[config.mk]
export PLATFORM = sky130hd
export DESIGN_NAME = mcu_exec_core
export DESIGN_NICKNAME = d
export VERILOG_FILES = /design/src/hdl/mcu_exec_core.v
export VERILOG_INCLUDE_DIRS = /design/src /design/src/inc
export SDC_FILE = /design/constraint.sdc
export NUM_CORES = 2
export LEC_CHECK = 0
export BUFFER_PORTS_ARGS = -buffer_cell sky130_fd_sc_hd__buf_2
export CORE_ASPECT_RATIO = 1.2
export CORE_UTILIZATION = 40
export DETAILED_ROUTE_END_ITERATION = 12
export SYNTH_ARGS = -nofsm -noshare
export SYNTH_HDL_FRONTEND = slang
export SYNTH_SLANG_ARGS = --single-unit
[constraint.sdc]
create_clock -name clock -period 9.3 [get_ports clock]
set_input_delay 0.93 -clock clock [delete_from_list [all_inputs] [get_ports clock]]
set_output_delay 0.93 -clock clock [all_outputs]
set_load 0.01 [all_outputs]
[src/inc/mcu_exec_regs.vh]
`ifndef MCU_EXEC_REGS_VH
`define MCU_EXEC_REGS_VH

// register byte offsets
`define OFS_ISSUE      12'h000
`define OFS_STATUS     12'h004
`define OFS_FLAGS      12'h008
`define OFS_WORKING    12'h00C
`define OFS_PC         12'h010
`define OFS_STACK      12'h014
`define OFS_WATCHDOG   12'h018
`define OFS_CTRL       12'h01C
`define MEM_BASE_HI    3'h1

// issue word fields
`define ISS_OP_HI      4
`define ISS_OP_LO      0
`define ISS_ADDR_HI    14
`define ISS_ADDR_LO    8
`define ISS_IMM_HI     23
`define ISS_IMM_LO     16
`define ISS_TGT_HI     26
`define ISS_TGT_LO     16

// flag register bits
`define FLG_CARRY      0
`define FLG_HALF       1
`define FLG_NULL       2
`define FLG_TIMEOUT    3
`define FLG_SLEEP      4
`define FLG_IRQ_EN     5

// control register bits and reset value
`define CTL_WD_EN      0
`define CTL_WAKE       1
`define CTL_RESET      1'b1

// data memory index that aliases the program counter low byte
`define PC_LOW_INDEX   7'h02

// timing: system clocks per instruction cycle
`define INSN_CLKS      4'h4
`define LAST_ONE       (`INSN_CLKS - 4'h1)
`define LAST_TWO       (`INSN_CLKS + `INSN_CLKS - 4'h1)

// bcd adjust constants
`define BCD_LIMIT      5'h09
`define BCD_STEP       5'h06

// operation codes
`define OP_KICK        5'h00
`define OP_PREKICK_A   5'h01
`define OP_PREKICK_B   5'h02
`define OP_INVERT      5'h03
`define OP_INVERT_W    5'h04
`define OP_BCD_ADJUST  5'h05
`define OP_SUB_ONE     5'h06
`define OP_SUB_ONE_W   5'h07
`define OP_ADD_ONE     5'h08
`define OP_ADD_ONE_W   5'h09
`define OP_SLEEP       5'h0A
`define OP_BRANCH      5'h0B
`define OP_COPY_MW     5'h0C
`define OP_COPY_IW     5'h0D
`define OP_COPY_WM     5'h0E
`define OP_IDLE        5'h0F
`define OP_OR_MW       5'h10
`define OP_OR_IW       5'h11
`define OP_OR_WB       5'h12
`define OP_POP_BACK    5'h13
`define OP_POP_VALUE   5'h14
`define OP_IRQ_EXIT    5'h15

`endif

[src/hdl/mcu_exec_core.v]
// Operation
// - kick clears watchdog, timeout and sleep flags
// - both prekicks together clear watchdog and flags
// - lone prekick only records that it ran
// - invert byte in memory, update null flag
// - invert into working register, memory kept
// - low nibble plus six when above nine or half carry set
// - high nibble adjust sets carry, else kept
// - adjust result to memory, only carry changes
// - subtract one to memory or working register
// - add one to memory or working register
// - sleep stops, pc plus one, sleep flag set, timeout flag cleared
// - sleep keeps data, clears watchdog and prescaler
// - branch loads pc from instruction, no flags
// - copy ops move bytes without flag change
// - idle only advances pc
// - or into working register updates null flag
// - or writeback stores result in memory
// - pop back restores pc in two cycles
// - pop with value also loads working register
// - irq exit pops pc and enables interrupts
// - pc low destination adds one instruction cycle
`timescale 1ns/1ns
`include "mcu_exec_regs.vh"

module mcu_exec_core #(
    parameter MEM_DEPTH = 128,
    parameter PRESC_W   = 8,
    parameter WD_W      = 8
) (
    input  wire        clock,
    input  wire        rst_n,
    input  wire [11:0] s_axi_awaddr,
    input  wire        s_axi_awvalid,
    output reg         s_axi_awready,
    input  wire [31:0] s_axi_wdata,
    input  wire [3:0]  s_axi_wstrb,
    input  wire        s_axi_wvalid,
    output reg         s_axi_wready,
    output reg  [1:0]  s_axi_bresp,
    output reg         s_axi_bvalid,
    input  wire        s_axi_bready,
    input  wire [11:0] s_axi_araddr,
    input  wire        s_axi_arvalid,
    output reg         s_axi_arready,
    output reg  [31:0] s_axi_rdata,
    output reg  [1:0]  s_axi_rresp,
    output reg         s_axi_rvalid,
    input  wire        s_axi_rready,
    output reg         global_irq_enable,
    output reg         clock_run
);

    localparam [1:0] ST_IDLE  = 2'h0;
    localparam [1:0] ST_EXEC  = 2'h1;
    localparam [1:0] ST_SLEEP = 2'h2;
    localparam [1:0] RESP_OK  = 2'h0;
    localparam [1:0] RESP_ERR = 2'h2;

    reg  [7:0]  dmem [0:MEM_DEPTH-1];
    reg  [10:0] stk  [0:3];

    reg  [1:0]         state_r;
    reg  [3:0]         cyc_r;
    reg  [3:0]         last_r;
    reg  [31:0]        ir_r;
    reg  [7:0]         working_register_r;
    reg                carry_r;
    reg                half_carry_flag_r;
    reg                result_null_flag_r;
    reg                timeout_flag_r;
    reg                sleep_flag_r;
    reg  [10:0]        pc_r;
    reg  [2:0]         sp_r;
    reg                pre_a_r;
    reg                pre_b_r;
    reg  [PRESC_W-1:0] presc_r;
    reg  [WD_W-1:0]    watchdog_counter_r;
    reg                wd_en_r;

    wire [4:0]  ir_op   = ir_r[`ISS_OP_HI:`ISS_OP_LO];
    wire [6:0]  ir_addr = ir_r[`ISS_ADDR_HI:`ISS_ADDR_LO];
    wire [7:0]  ir_imm  = ir_r[`ISS_IMM_HI:`ISS_IMM_LO];
    wire [10:0] ir_tgt  = ir_r[`ISS_TGT_HI:`ISS_TGT_LO];
    wire        commit  = (state_r == ST_EXEC) && (cyc_r == last_r);
    wire        idle    = (state_r == ST_IDLE);

    wire        aw_hs   = s_axi_awvalid && s_axi_awready;
    wire        ar_hs   = s_axi_arvalid && s_axi_arready;
    wire [11:0] wa      = s_axi_awaddr;
    wire [11:0] ra      = s_axi_araddr;
    wire        wa_mem  = (wa[11:9] == `MEM_BASE_HI);
    wire        ra_mem  = (ra[11:9] == `MEM_BASE_HI);
    wire [6:0]  wa_idx  = wa[8:2];
    wire [6:0]  ra_idx  = ra[8:2];
    wire [4:0]  iss_op  = s_axi_wdata[`ISS_OP_HI:`ISS_OP_LO];
    wire        iss_pcl = (s_axi_wdata[`ISS_ADDR_HI:`ISS_ADDR_LO]
                           == `PC_LOW_INDEX);
    wire        full_wr = (s_axi_wstrb == 4'hF);

    wire        wd_tick = wd_en_r && (&presc_r);
    wire        wd_wrap = wd_tick && (&watchdog_counter_r);

    // data memory read with the pc low alias
    function [7:0] rd_byte;
        input [6:0]  idx;
        input [7:0]  mem_val;
        input [10:0] pc;
        begin
            if (idx == `PC_LOW_INDEX)
                rd_byte = pc[7:0];
            else
                rd_byte = mem_val;
        end
    endfunction

    // memory-destination ops that land in the pc low byte take two cycles
    function writes_mem;
        input [4:0] op;
        begin
            case (op)
                `OP_INVERT, `OP_BCD_ADJUST, `OP_SUB_ONE, `OP_ADD_ONE,
                `OP_COPY_WM, `OP_OR_WB: writes_mem = 1'b1;
                default: writes_mem = 1'b0;
            endcase
        end
    endfunction

    wire [7:0] src = rd_byte(ir_addr, dmem[ir_addr], pc_r);

    reg  [7:0] res;
    reg        wr_m;
    reg        wr_w;
    reg        upd_z;
    reg        bcd_c;
    reg        upd_c;
    reg  [4:0] lo_s;
    reg  [4:0] hi_s;

    always @*
    begin
        res   = 8'h00;
        wr_m  = 1'b0;
        wr_w  = 1'b0;
        upd_z = 1'b0;
        upd_c = 1'b0;
        lo_s  = {1'b0, working_register_r[3:0]};
        if (lo_s > `BCD_LIMIT || half_carry_flag_r)
            lo_s = lo_s + `BCD_STEP;
        hi_s  = {1'b0, working_register_r[7:4]} + {4'h0, lo_s[4]};
        bcd_c = carry_r;
        if (hi_s > `BCD_LIMIT || carry_r)
        begin
            hi_s  = hi_s + `BCD_STEP;
            bcd_c = 1'b1;
        end
        case (ir_op)
            `OP_INVERT:
            begin
                res = ~src;
                wr_m = 1'b1;
                upd_z = 1'b1;
            end
            `OP_INVERT_W:
            begin
                res = ~src;
                wr_w = 1'b1;
                upd_z = 1'b1;
            end
            `OP_BCD_ADJUST:
            begin
                res = {hi_s[3:0], lo_s[3:0]};
                wr_m = 1'b1;
                upd_c = 1'b1;
            end
            `OP_SUB_ONE, `OP_SUB_ONE_W:
            begin
                res = src - 8'h01;
                wr_m = (ir_op == `OP_SUB_ONE);
                wr_w = (ir_op == `OP_SUB_ONE_W);
                upd_z = 1'b1;
            end
            `OP_ADD_ONE, `OP_ADD_ONE_W:
            begin
                res = src + 8'h01;
                wr_m = (ir_op == `OP_ADD_ONE);
                wr_w = (ir_op == `OP_ADD_ONE_W);
                upd_z = 1'b1;
            end
            `OP_COPY_MW:
            begin
                res = src;
                wr_w = 1'b1;
            end
            `OP_COPY_IW, `OP_POP_VALUE:
            begin
                res = ir_imm;
                wr_w = 1'b1;
            end
            `OP_COPY_WM:
            begin
                res = working_register_r;
                wr_m = 1'b1;
            end
            `OP_OR_MW, `OP_OR_IW:
            begin
                res = working_register_r |
                      ((ir_op == `OP_OR_IW) ? ir_imm : src);
                wr_w = 1'b1;
                upd_z = 1'b1;
            end
            `OP_OR_WB:
            begin
                res = working_register_r | src;
                wr_m = 1'b1;
                upd_z = 1'b1;
            end
            default:
            begin
                res = 8'h00;
            end
        endcase
    end

    wire       pcl_dest = wr_m && (ir_addr == `PC_LOW_INDEX);
    wire       is_pop   = (ir_op == `OP_POP_BACK) || (ir_op == `OP_POP_VALUE)
                          || (ir_op == `OP_IRQ_EXIT);
    wire [1:0] sp_top   = sp_r[1:0] - 2'h1;

    wire       axi_mem_we = aw_hs && idle && full_wr && wa_mem
                            && (wa_idx != `PC_LOW_INDEX);
    wire       push_we    = aw_hs && idle && full_wr
                            && (wa == `OFS_STACK) && (sp_r != 3'h4);

    always @(posedge clock)
    begin
        if (commit && wr_m && !pcl_dest)
            dmem[ir_addr] <= res;
        else if (axi_mem_we)
            dmem[wa_idx] <= s_axi_wdata[7:0];
    end

    always @(posedge clock)
    begin
        if (push_we)
            stk[sp_r[1:0]] <= s_axi_wdata[10:0];
    end

    reg [31:0] rd_val;
    reg        rd_err;

    always @*
    begin
        rd_val = 32'h0000_0000;
        rd_err = 1'b0;
        if (ra_mem)
            rd_val = {24'h000000, rd_byte(ra_idx, dmem[ra_idx], pc_r)};
        else
        begin
            case (ra)
                `OFS_ISSUE:    rd_val = ir_r;
                `OFS_STATUS:   rd_val = {21'h000000, sp_r, 3'h0,
                                         (last_r == `LAST_TWO),
                                         pre_b_r, pre_a_r,
                                         (state_r == ST_SLEEP), !idle};
                `OFS_FLAGS:    rd_val = {26'h0000000, global_irq_enable,
                                         sleep_flag_r, timeout_flag_r,
                                         result_null_flag_r,
                                         half_carry_flag_r, carry_r};
                `OFS_WORKING:  rd_val = {24'h000000, working_register_r};
                `OFS_PC:       rd_val = {21'h000000, pc_r};
                `OFS_STACK:    rd_val = {21'h000000,
                                         (sp_r == 3'h0) ? 11'h000
                                                        : stk[sp_top]};
                `OFS_WATCHDOG: rd_val = {{(32-WD_W){1'b0}},
                                         watchdog_counter_r};
                `OFS_CTRL:     rd_val = {31'h00000000, wd_en_r};
                default:       rd_err = 1'b1;
            endcase
        end
    end

    reg wr_ok;

    always @*
    begin
        wr_ok = idle && full_wr;
        if (wa == `OFS_CTRL)
            wr_ok = full_wr;
        else if (wa == `OFS_ISSUE || wa == `OFS_FLAGS || wa == `OFS_WORKING
                 || wa == `OFS_PC || wa_mem)
            wr_ok = wr_ok;
        else if (wa == `OFS_STACK)
            wr_ok = wr_ok && (sp_r != 3'h4);
        else
            wr_ok = 1'b0;
    end

    always @(posedge clock or negedge rst_n)
    begin
        if (!rst_n)
        begin
            s_axi_awready      <= 1'b0;
            s_axi_wready       <= 1'b0;
            s_axi_bvalid       <= 1'b0;
            s_axi_bresp        <= RESP_OK;
            s_axi_arready      <= 1'b0;
            s_axi_rvalid       <= 1'b0;
            s_axi_rresp        <= RESP_OK;
            s_axi_rdata        <= 32'h0000_0000;
            state_r            <= ST_IDLE;
            cyc_r              <= 4'h0;
            last_r             <= `LAST_ONE;
            ir_r               <= 32'h0000_0000;
            working_register_r <= 8'h00;
            carry_r            <= 1'b0;
            half_carry_flag_r  <= 1'b0;
            result_null_flag_r <= 1'b0;
            timeout_flag_r     <= 1'b0;
            sleep_flag_r       <= 1'b0;
            global_irq_enable  <= 1'b0;
            clock_run          <= 1'b1;
            pc_r               <= 11'h000;
            sp_r               <= 3'h0;
            pre_a_r            <= 1'b0;
            pre_b_r            <= 1'b0;
            presc_r            <= {PRESC_W{1'b0}};
            watchdog_counter_r <= {WD_W{1'b0}};
            wd_en_r            <= `CTL_RESET;
        end
        else
        begin
            // bus handshakes: take address and data together
            s_axi_awready <= !s_axi_awready && !s_axi_bvalid
                             && s_axi_awvalid && s_axi_wvalid;
            s_axi_wready  <= !s_axi_awready && !s_axi_bvalid
                             && s_axi_awvalid && s_axi_wvalid;
            if (s_axi_bvalid && s_axi_bready)
                s_axi_bvalid <= 1'b0;
            if (aw_hs)
            begin
                s_axi_bvalid <= 1'b1;
                s_axi_bresp  <= wr_ok ? RESP_OK : RESP_ERR;
            end
            s_axi_arready <= !s_axi_arready && !s_axi_rvalid
                             && s_axi_arvalid;
            if (s_axi_rvalid && s_axi_rready)
                s_axi_rvalid <= 1'b0;
            if (ar_hs)
            begin
                s_axi_rvalid <= 1'b1;
                s_axi_rdata  <= rd_val;
                s_axi_rresp  <= rd_err ? RESP_ERR : RESP_OK;
            end

            // watchdog prescaler and counter
            if (wd_en_r)
                presc_r <= presc_r + {{(PRESC_W-1){1'b0}}, 1'b1};
            if (wd_tick)
                watchdog_counter_r <= watchdog_counter_r
                                      + {{(WD_W-1){1'b0}}, 1'b1};

            if (state_r == ST_EXEC)
                cyc_r <= cyc_r + 4'h1;

            // software writes
            if (aw_hs && wr_ok)
            begin
                case (wa)
                    `OFS_ISSUE:
                    begin
                        ir_r    <= s_axi_wdata;
                        state_r <= ST_EXEC;
                        cyc_r   <= 4'h0;
                        if ((writes_mem(iss_op) && iss_pcl)
                            || iss_op == `OP_BRANCH
                            || iss_op == `OP_POP_BACK
                            || iss_op == `OP_POP_VALUE
                            || iss_op == `OP_IRQ_EXIT)
                            last_r <= `LAST_TWO;
                        else
                            last_r <= `LAST_ONE;
                    end
                    `OFS_FLAGS:
                    begin
                        carry_r            <= s_axi_wdata[`FLG_CARRY];
                        half_carry_flag_r  <= s_axi_wdata[`FLG_HALF];
                        result_null_flag_r <= s_axi_wdata[`FLG_NULL];
                        global_irq_enable  <= s_axi_wdata[`FLG_IRQ_EN];
                    end
                    `OFS_WORKING: working_register_r <= s_axi_wdata[7:0];
                    `OFS_PC:      pc_r <= s_axi_wdata[10:0];
                    `OFS_STACK:   sp_r <= sp_r + 3'h1;
                    `OFS_CTRL:
                    begin
                        wd_en_r <= s_axi_wdata[`CTL_WD_EN];
                        if (s_axi_wdata[`CTL_WAKE] && state_r == ST_SLEEP)
                        begin
                            state_r   <= ST_IDLE;
                            clock_run <= 1'b1;
                        end
                    end
                    default:
                    begin
                        if (wa_mem && wa_idx == `PC_LOW_INDEX)
                            pc_r <= {pc_r[10:8], s_axi_wdata[7:0]};
                    end
                endcase
            end

            // instruction retire
            if (commit)
            begin
                state_r <= ST_IDLE;
                if (wr_w)
                    working_register_r <= res;
                if (upd_z)
                    result_null_flag_r <= (res == 8'h00);
                if (upd_c)
                    carry_r <= bcd_c;
                if (pcl_dest)
                    pc_r <= {pc_r[10:8], res};
                else if (ir_op == `OP_BRANCH)
                    pc_r <= ir_tgt;
                else if (is_pop)
                begin
                    pc_r <= stk[sp_top];
                    if (sp_r != 3'h0)
                        sp_r <= sp_r - 3'h1;
                end
                else
                    pc_r <= pc_r + 11'h001;
                case (ir_op)
                    `OP_KICK:
                    begin
                        watchdog_counter_r <= {WD_W{1'b0}};
                        timeout_flag_r     <= 1'b0;
                        sleep_flag_r       <= 1'b0;
                    end
                    `OP_PREKICK_A, `OP_PREKICK_B:
                    begin
                        if ((ir_op == `OP_PREKICK_A && pre_b_r)
                            || (ir_op == `OP_PREKICK_B && pre_a_r))
                        begin
                            watchdog_counter_r <= {WD_W{1'b0}};
                            timeout_flag_r     <= 1'b0;
                            sleep_flag_r       <= 1'b0;
                            pre_a_r            <= 1'b0;
                            pre_b_r            <= 1'b0;
                        end
                        else if (ir_op == `OP_PREKICK_A)
                            pre_a_r <= 1'b1;
                        else
                            pre_b_r <= 1'b1;
                    end
                    `OP_SLEEP:
                    begin
                        state_r            <= ST_SLEEP;
                        clock_run          <= 1'b0;
                        sleep_flag_r       <= 1'b1;
                        timeout_flag_r     <= 1'b0;
                        watchdog_counter_r <= {WD_W{1'b0}};
                        presc_r            <= {PRESC_W{1'b0}};
                    end
                    `OP_IRQ_EXIT: global_irq_enable <= 1'b1;
                    default:      global_irq_enable <= global_irq_enable;
                endcase
            end

            // watchdog overflow wins over a same-cycle kick but not a sleep, and wakes
            if (wd_wrap && !(commit && ir_op == `OP_SLEEP))
            begin
                timeout_flag_r <= 1'b1;
                if (state_r == ST_SLEEP)
                begin
                    state_r   <= ST_IDLE;
                    clock_run <= 1'b1;
                end
            end
        end
    end

endmodule // mcu_exec_core

Word-level counts from Yosys, hierarchy flattened
Memories as Yosys holds them, arrays and structs flattened. Index checks and enable logic that the tools add are counted.

Register bits: 130. Memory bits (writable): 1068. Bits of input ports: 67. Output and inout bits: 43. Word-level logic and storage cells: 303. Memories kept: 2.

Add/sub/neg operators: 12. Magnitude comparators: 2. Equal/unequal tests: 62. Mux-type cells: 102. Bitwise logic cells: 3. Reductions and logical operators: 93.

Memory list: dmem (depth 128, bits a word 8, read ports 2, clocked after Yosys merged registers in 0, write ports 1, line mcu_exec_core.v:60) `reg [7:0] dmem [0:MEM_DEPTH-1];`; stk (depth 4, bits a word 11, read ports 1, clocked after Yosys merged registers in 0, write ports 1, line mcu_exec_core.v:61) `reg [10:0] stk [0:3];`.

Operator list (count): 32-bit case mux with 8 select lines (1); 8-bit two-way mux (15); 12-bit by 5-bit equality test with 1-bit output (second input constant) (7); 8-bit case mux with 9 select lines (1); 11-bit two-way mux (6); 5-bit by 4-bit equality test with 1-bit output (second input constant) (10); 5-bit equality test (second input constant) (10); 12-bit by 4-bit equality test with 1-bit output (second input constant) (4); 1-bit two-way mux (48); 32-bit two-way mux (1); 1-bit logical AND (31); 5-bit by 3-bit equality test with 1-bit output (second input constant) (6); 7-bit by 2-bit equality test with 1-bit output (second input constant) (4); 8-bit by 1-bit adder with 8-bit output (second input constant) (3); 12-bit zero test (2); 3-bit two-way mux (8); 11-bit case mux with 2 select lines (1); 2-bit two-way mux (8); 4-bit two-way mux (4); 8-bit OR (2); 8-bit case mux with 2 select lines (1); 8-bit AND reduction (2); 8-bit OR reduction (2); 5-bit by 2-bit equality test with 1-bit output (second input constant) (3); 46 further kinds (94).

Longest topological paths before layout
Depth in word-level cells: 15. Mapped depth: 23. Mapped depth without buffers: 17.

Worst setup path before layout
No wires, ideal clock.

Path type: flip-flop to flip-flop. Start point: reg ir_r[8]. End point: mem dmem[0][7], data pin. Setup time: 0.892 ns. Data arrival time: 6.959 ns. Required time: 8.408 ns. Setup slack: 1.448 ns. Cell stages (with the launch flop): 19. Buffers on the path: 5. Period minus slack after synthesis: 7.852 ns. Cell sequence: dfrtp_1 -> buf_6 -> buf_6 -> buf_8 -> buf_6 -> buf_4 -> mux4_2 -> a221oi_1 -> o22ai_1 -> nor3_1 -> a21oi_1 -> ha_1 -> a21oi_1 -> nor2_1 -> a21oi_1 -> o311ai_1 -> xnor2_1 -> a21oi_1 -> a21oi_1.

Word-level cells in the longest chain between the ends: 8. Elaborated cells on any way between the ends: 17. Those cells by class: add/sub: 2; eq/ne: 1; mux: 6; bitwise: 3; reduce/logical: 4; memory: 1.

RTL lines: from (decl) (line mcu_exec_core.v:66) `reg [31:0] ir_r;`; from (signal assigned) (line mcu_exec_core.v:372) `ir_r <= s_axi_wdata;`; branches (longest 7 deep; another with memory read 128 x 8 bit); 8-bit two-way mux (no line) *; to (decl) (line mcu_exec_core.v:60).

Every way passes the cells marked *.

Worst setup path in the final report
Start point: reg ir_r[11]. End point: mem dmem[124][5], data pin.

Same word-level chain as after synthesis.

==> results.json <==
{
  "outcome": "finished, final reports clean",
  "ctsResizeCount": 0,
  "place_hpwl_um": 126600,
  "fillers": 12231,
  "ios": 110,
  "first_iter_violations": 4345,
  "clk_latency_ps": 780,
  "synthTopCellsByCount": "edfxtp_1 (1068), mux4_2 (566), nor2_1 (238)",
  "cts_buffers": 118,
  "grt_max_degree": 129,
  "syn-mean-instance-area_um2": 17.35,
  "synth_largest_area_cell": "edfxtp_1",
  "nets": 3495,
  "power.leakage_nw": 20.53,
  "synth_area_leaders": "edfxtp_1 (56%), mux4_2 (22%), dfrtp_1 (5.3%), mux2i_1 (1.9%), nor2_1 (1.5%)",
  "fp.dieH_um": 418.1,
  "ys_ff_latch": 1193,
  "netlist.area_leader.share_pct": 55.56,
  "syn-cell-area_um2": 57730,
  "grt_pass1_vias": 34312,
  "async_reset_ff_share_pct": 10.48,
  "syn_inst": 3327,
  "row_count": 152,
  "die-area_um2": 145800,
  "clkSinkCount": 1193,
  "core_um2": 143200,
  "seq_area_frac_synth_pct": 60.98,
  "cp.required_ps": 9700,
  "tightest_slew_ps": 1347,
  "power_density_nw_per_um2": 172.7,
  "hold_class": "input port to async pin",
  "hold_viol": 0,
  "antenna_found_initial": 2,
  "initial_core_util_pct": 40.31,
  "rsz0062_at_grt": "no",
  "port_buffers": 107,
  "setup_violations": 0,
  "fin_crit_ps": 7381,
  "cts-root-buf": "clkbuf_16",
  "die_w_um": 348.8,
  "maxSlewHeadroom_pct": 9.882,
  "fin_crit_sh_pct": 79.37,
  "cts_setup_buffers": 0,
  "routedWlPerCell_um": 34.70,
  "avgViaCountPerCell": 6.441,
  "synth_most_common_cell": "edfxtp_1",
  "path_clk_slew_ps": 70,
  "cp_slowest_stage_delay_ps": 1010,
  "cp-startpoint": "ir_r[11]$_DFFE_PN0P_",
  "r2r_start": "ir_r[11]$_DFFE_PN0P_",
  "grt_usage_pct": 25.87,
  "synth_cell_types": 97,
  "grt_pass1_wl_um": 265400,
  "cp_slowest_cell": "a211oi_1",
  "num_vias": 35018,
  "clk_path_buf_depth": 3,
  "area_growth_pct": 11.42,
  "ant_nets": 0,
  "critPathKind": "flop to flop",
  "ys_warn_count": 0,
  "start_kind": "flop",
  "place_congestion": 0.9411,
  "finalPower_mw": 11.11,
  "crit_fanout": 87,
  "ir_worst_vdd_mv": 0.1593,
  "h-tree-depth": 3,
  "drv_slew": 0,
  "drv_cap": 0,
  "r2r_setup_slack_ps": 1920,
  "crit_family": "compound AO/OA/AOI/OAI gates",
  "setup_slack_ps": 1919,
  "overflow": 0,
  "layout-drive-gt1-share_pct": 30.07,
  "dp_slack_ps": 2092,
  "synth_flop_cell": "edfxtp_1",
  "worstPathArrival_ps": 7780,
  "cp-end-kind": "flop",
  "worstPathCellList": "buf_4 > clkinv_1 > nand2_1 > o21ai_0 > a211oi_1 > o221a_2 > ha_1 > nor3_1 > a221o_1 > a211oi_1 > mux2i_1 > nor3_2 > a21oi_4 > buf_4",
  "first_pass_iters": 8,
  "synth_edf_count": 1068,
  "stdcell_count": 5437,
  "max_freq_ghz": 0.1355,
  "cts_tree": "yes",
  "route.detailed.drc": 0,
  "postCtsHoldBufs": 0,
  "tns_ps": 0,
  "dp.cells": 5212,
  "wl_um": 188700,
  "fin_skew_ps": 41.07,
  "cp.buffers_inverters": 3
}
## where the power goes
group | leakage [nW] | switching, mW | internal, mW
sequential | 11.1 | 0.00488 | 5.77
combinational | 7.48 | 0.254 | 0.189
clock | 1.90 | 2.16 | 2.74
total | 20.5 | 2.42 | 8.69
## metrics by stage
| stage | hold WS [ps] | utilization, % | instance area, µm² |
|---|---|---|---|
| 4_1_cts | 115.7 | 44.91 | 64310 |
| 3_3_place_gp | 441.6 | 42.17 | 60400 |
| 6_report | 134.1 | 44.91 | 64320 |
| 5_1_grt | 165.5 | 44.91 | 64310 |
| 2_1_floorplan | 462.2 | - | 57760 |
| 3_5_place_dp | 453.0 | 42.17 | 60400 |
## flip-flops by register name, indices dropped and copies added, names as in the netlist, 2 cells and up
name and cells:
dmem 1024, stk 44, ir_r 32, s_axi_rdata 32, pc_r 11, presc_r 8
watchdog_counter_r 8, working_register_r 8, cyc_r 4, sp_r 3, state_r 2
## cell usage in the layout, fill, tap and decap left out, drive strengths merged, types with 13 or more instances in the layout
cell type / instances
a31oi: 15
or2: 21
nand2b: 22
o21ai: 96
a22o: 36
clkbuf: 137
nor2: 238
ha: 20
nor2b: 18
a211oi: 28
clkinv: 57
edfxtp: 1068
a21oi: 99
nor3: 43
nand4: 14
buf: 200
xor2: 22
bufinv: 13
mux2i: 111
nand3: 41
mux4: 574
o22ai: 15
nor4: 13
a22oi: 48
nand2: 154
mux2: 37
dfrtp: 123
a221oi: 26
xnor2: 16
inv: 35
## logic make-up after synthesis
kind of cell	Yosys count	synth area share, %
xor gates and xnor gates	38	0.5765
muxes	722	25.10
AOI/OAI and AO/OA	454	5.419
buffers and inverters	281	2.495
adders and majority gates	21	0.4682
and+or+nand+nor	617	4.955
DFF	1193	60.98
other	1	0.006496
## worst register-to-register path: stages, from the launching register on
cell and delay [ps]:
dfrtp_2 570, buf_4 380, clkinv_1 650, nand2_1 690, o21ai_0 260, a211oi_1 1010, o221a_2 440, ha_1 310
nor3_1 240, a221o_1 170, a211oi_1 60, mux2i_1 210, nor3_2 140, a21oi_4 860, buf_4 880
## cell type report
cell class | count | area (µm²) | area share [%]
Clock buffer | 137 | 3077 | 4.784
Timing Repair Buffer | 200 | 1415 | 2.200
Inverter | 32 | 120.1 | 0.1868
Clock inverter | 85 | 837.1 | 1.301
Tap cell | 1925 | 2409 | 3.745
Sequential cell | 1193 | 35220 | 54.75
Multi-Input combinational cell | 1862 | 21240 | 33.02
Antenna cell | 3 | 7.507 | 0.01167
## metal layers
| layer | vias up | track usage [%] | wire length (µm) |
|---|---|---|---|
| met5 | - | 0 | 13 |
| met4 | 2 | 15.70 | 12820 |
| met3 | 500 | 4.663 | 15990 |
| met2 | 1996 | 42.33 | 91350 |
| met1 | 18502 | 32.00 | 68510 |
| li1 | 14018 | - | - |
## final timing paths
check / cells past startpoint / endpoint
max: 14 / dmem[124][5]$_DFFE_PP_
min: 1 / s_axi_wready$_DFF_PN0_
max reg2reg: 14 / dmem[124][5]$_DFFE_PP_
min reg2reg: 1 / s_axi_wready$_DFF_PN0_
max in group asynchronous: 2 / s_axi_rdata[14]$_DFFE_PN0P_
min in group clock: 2 / s_axi_rvalid$_DFFE_PN0P_
No activity file was read; power rests on OpenSTA's default activity.
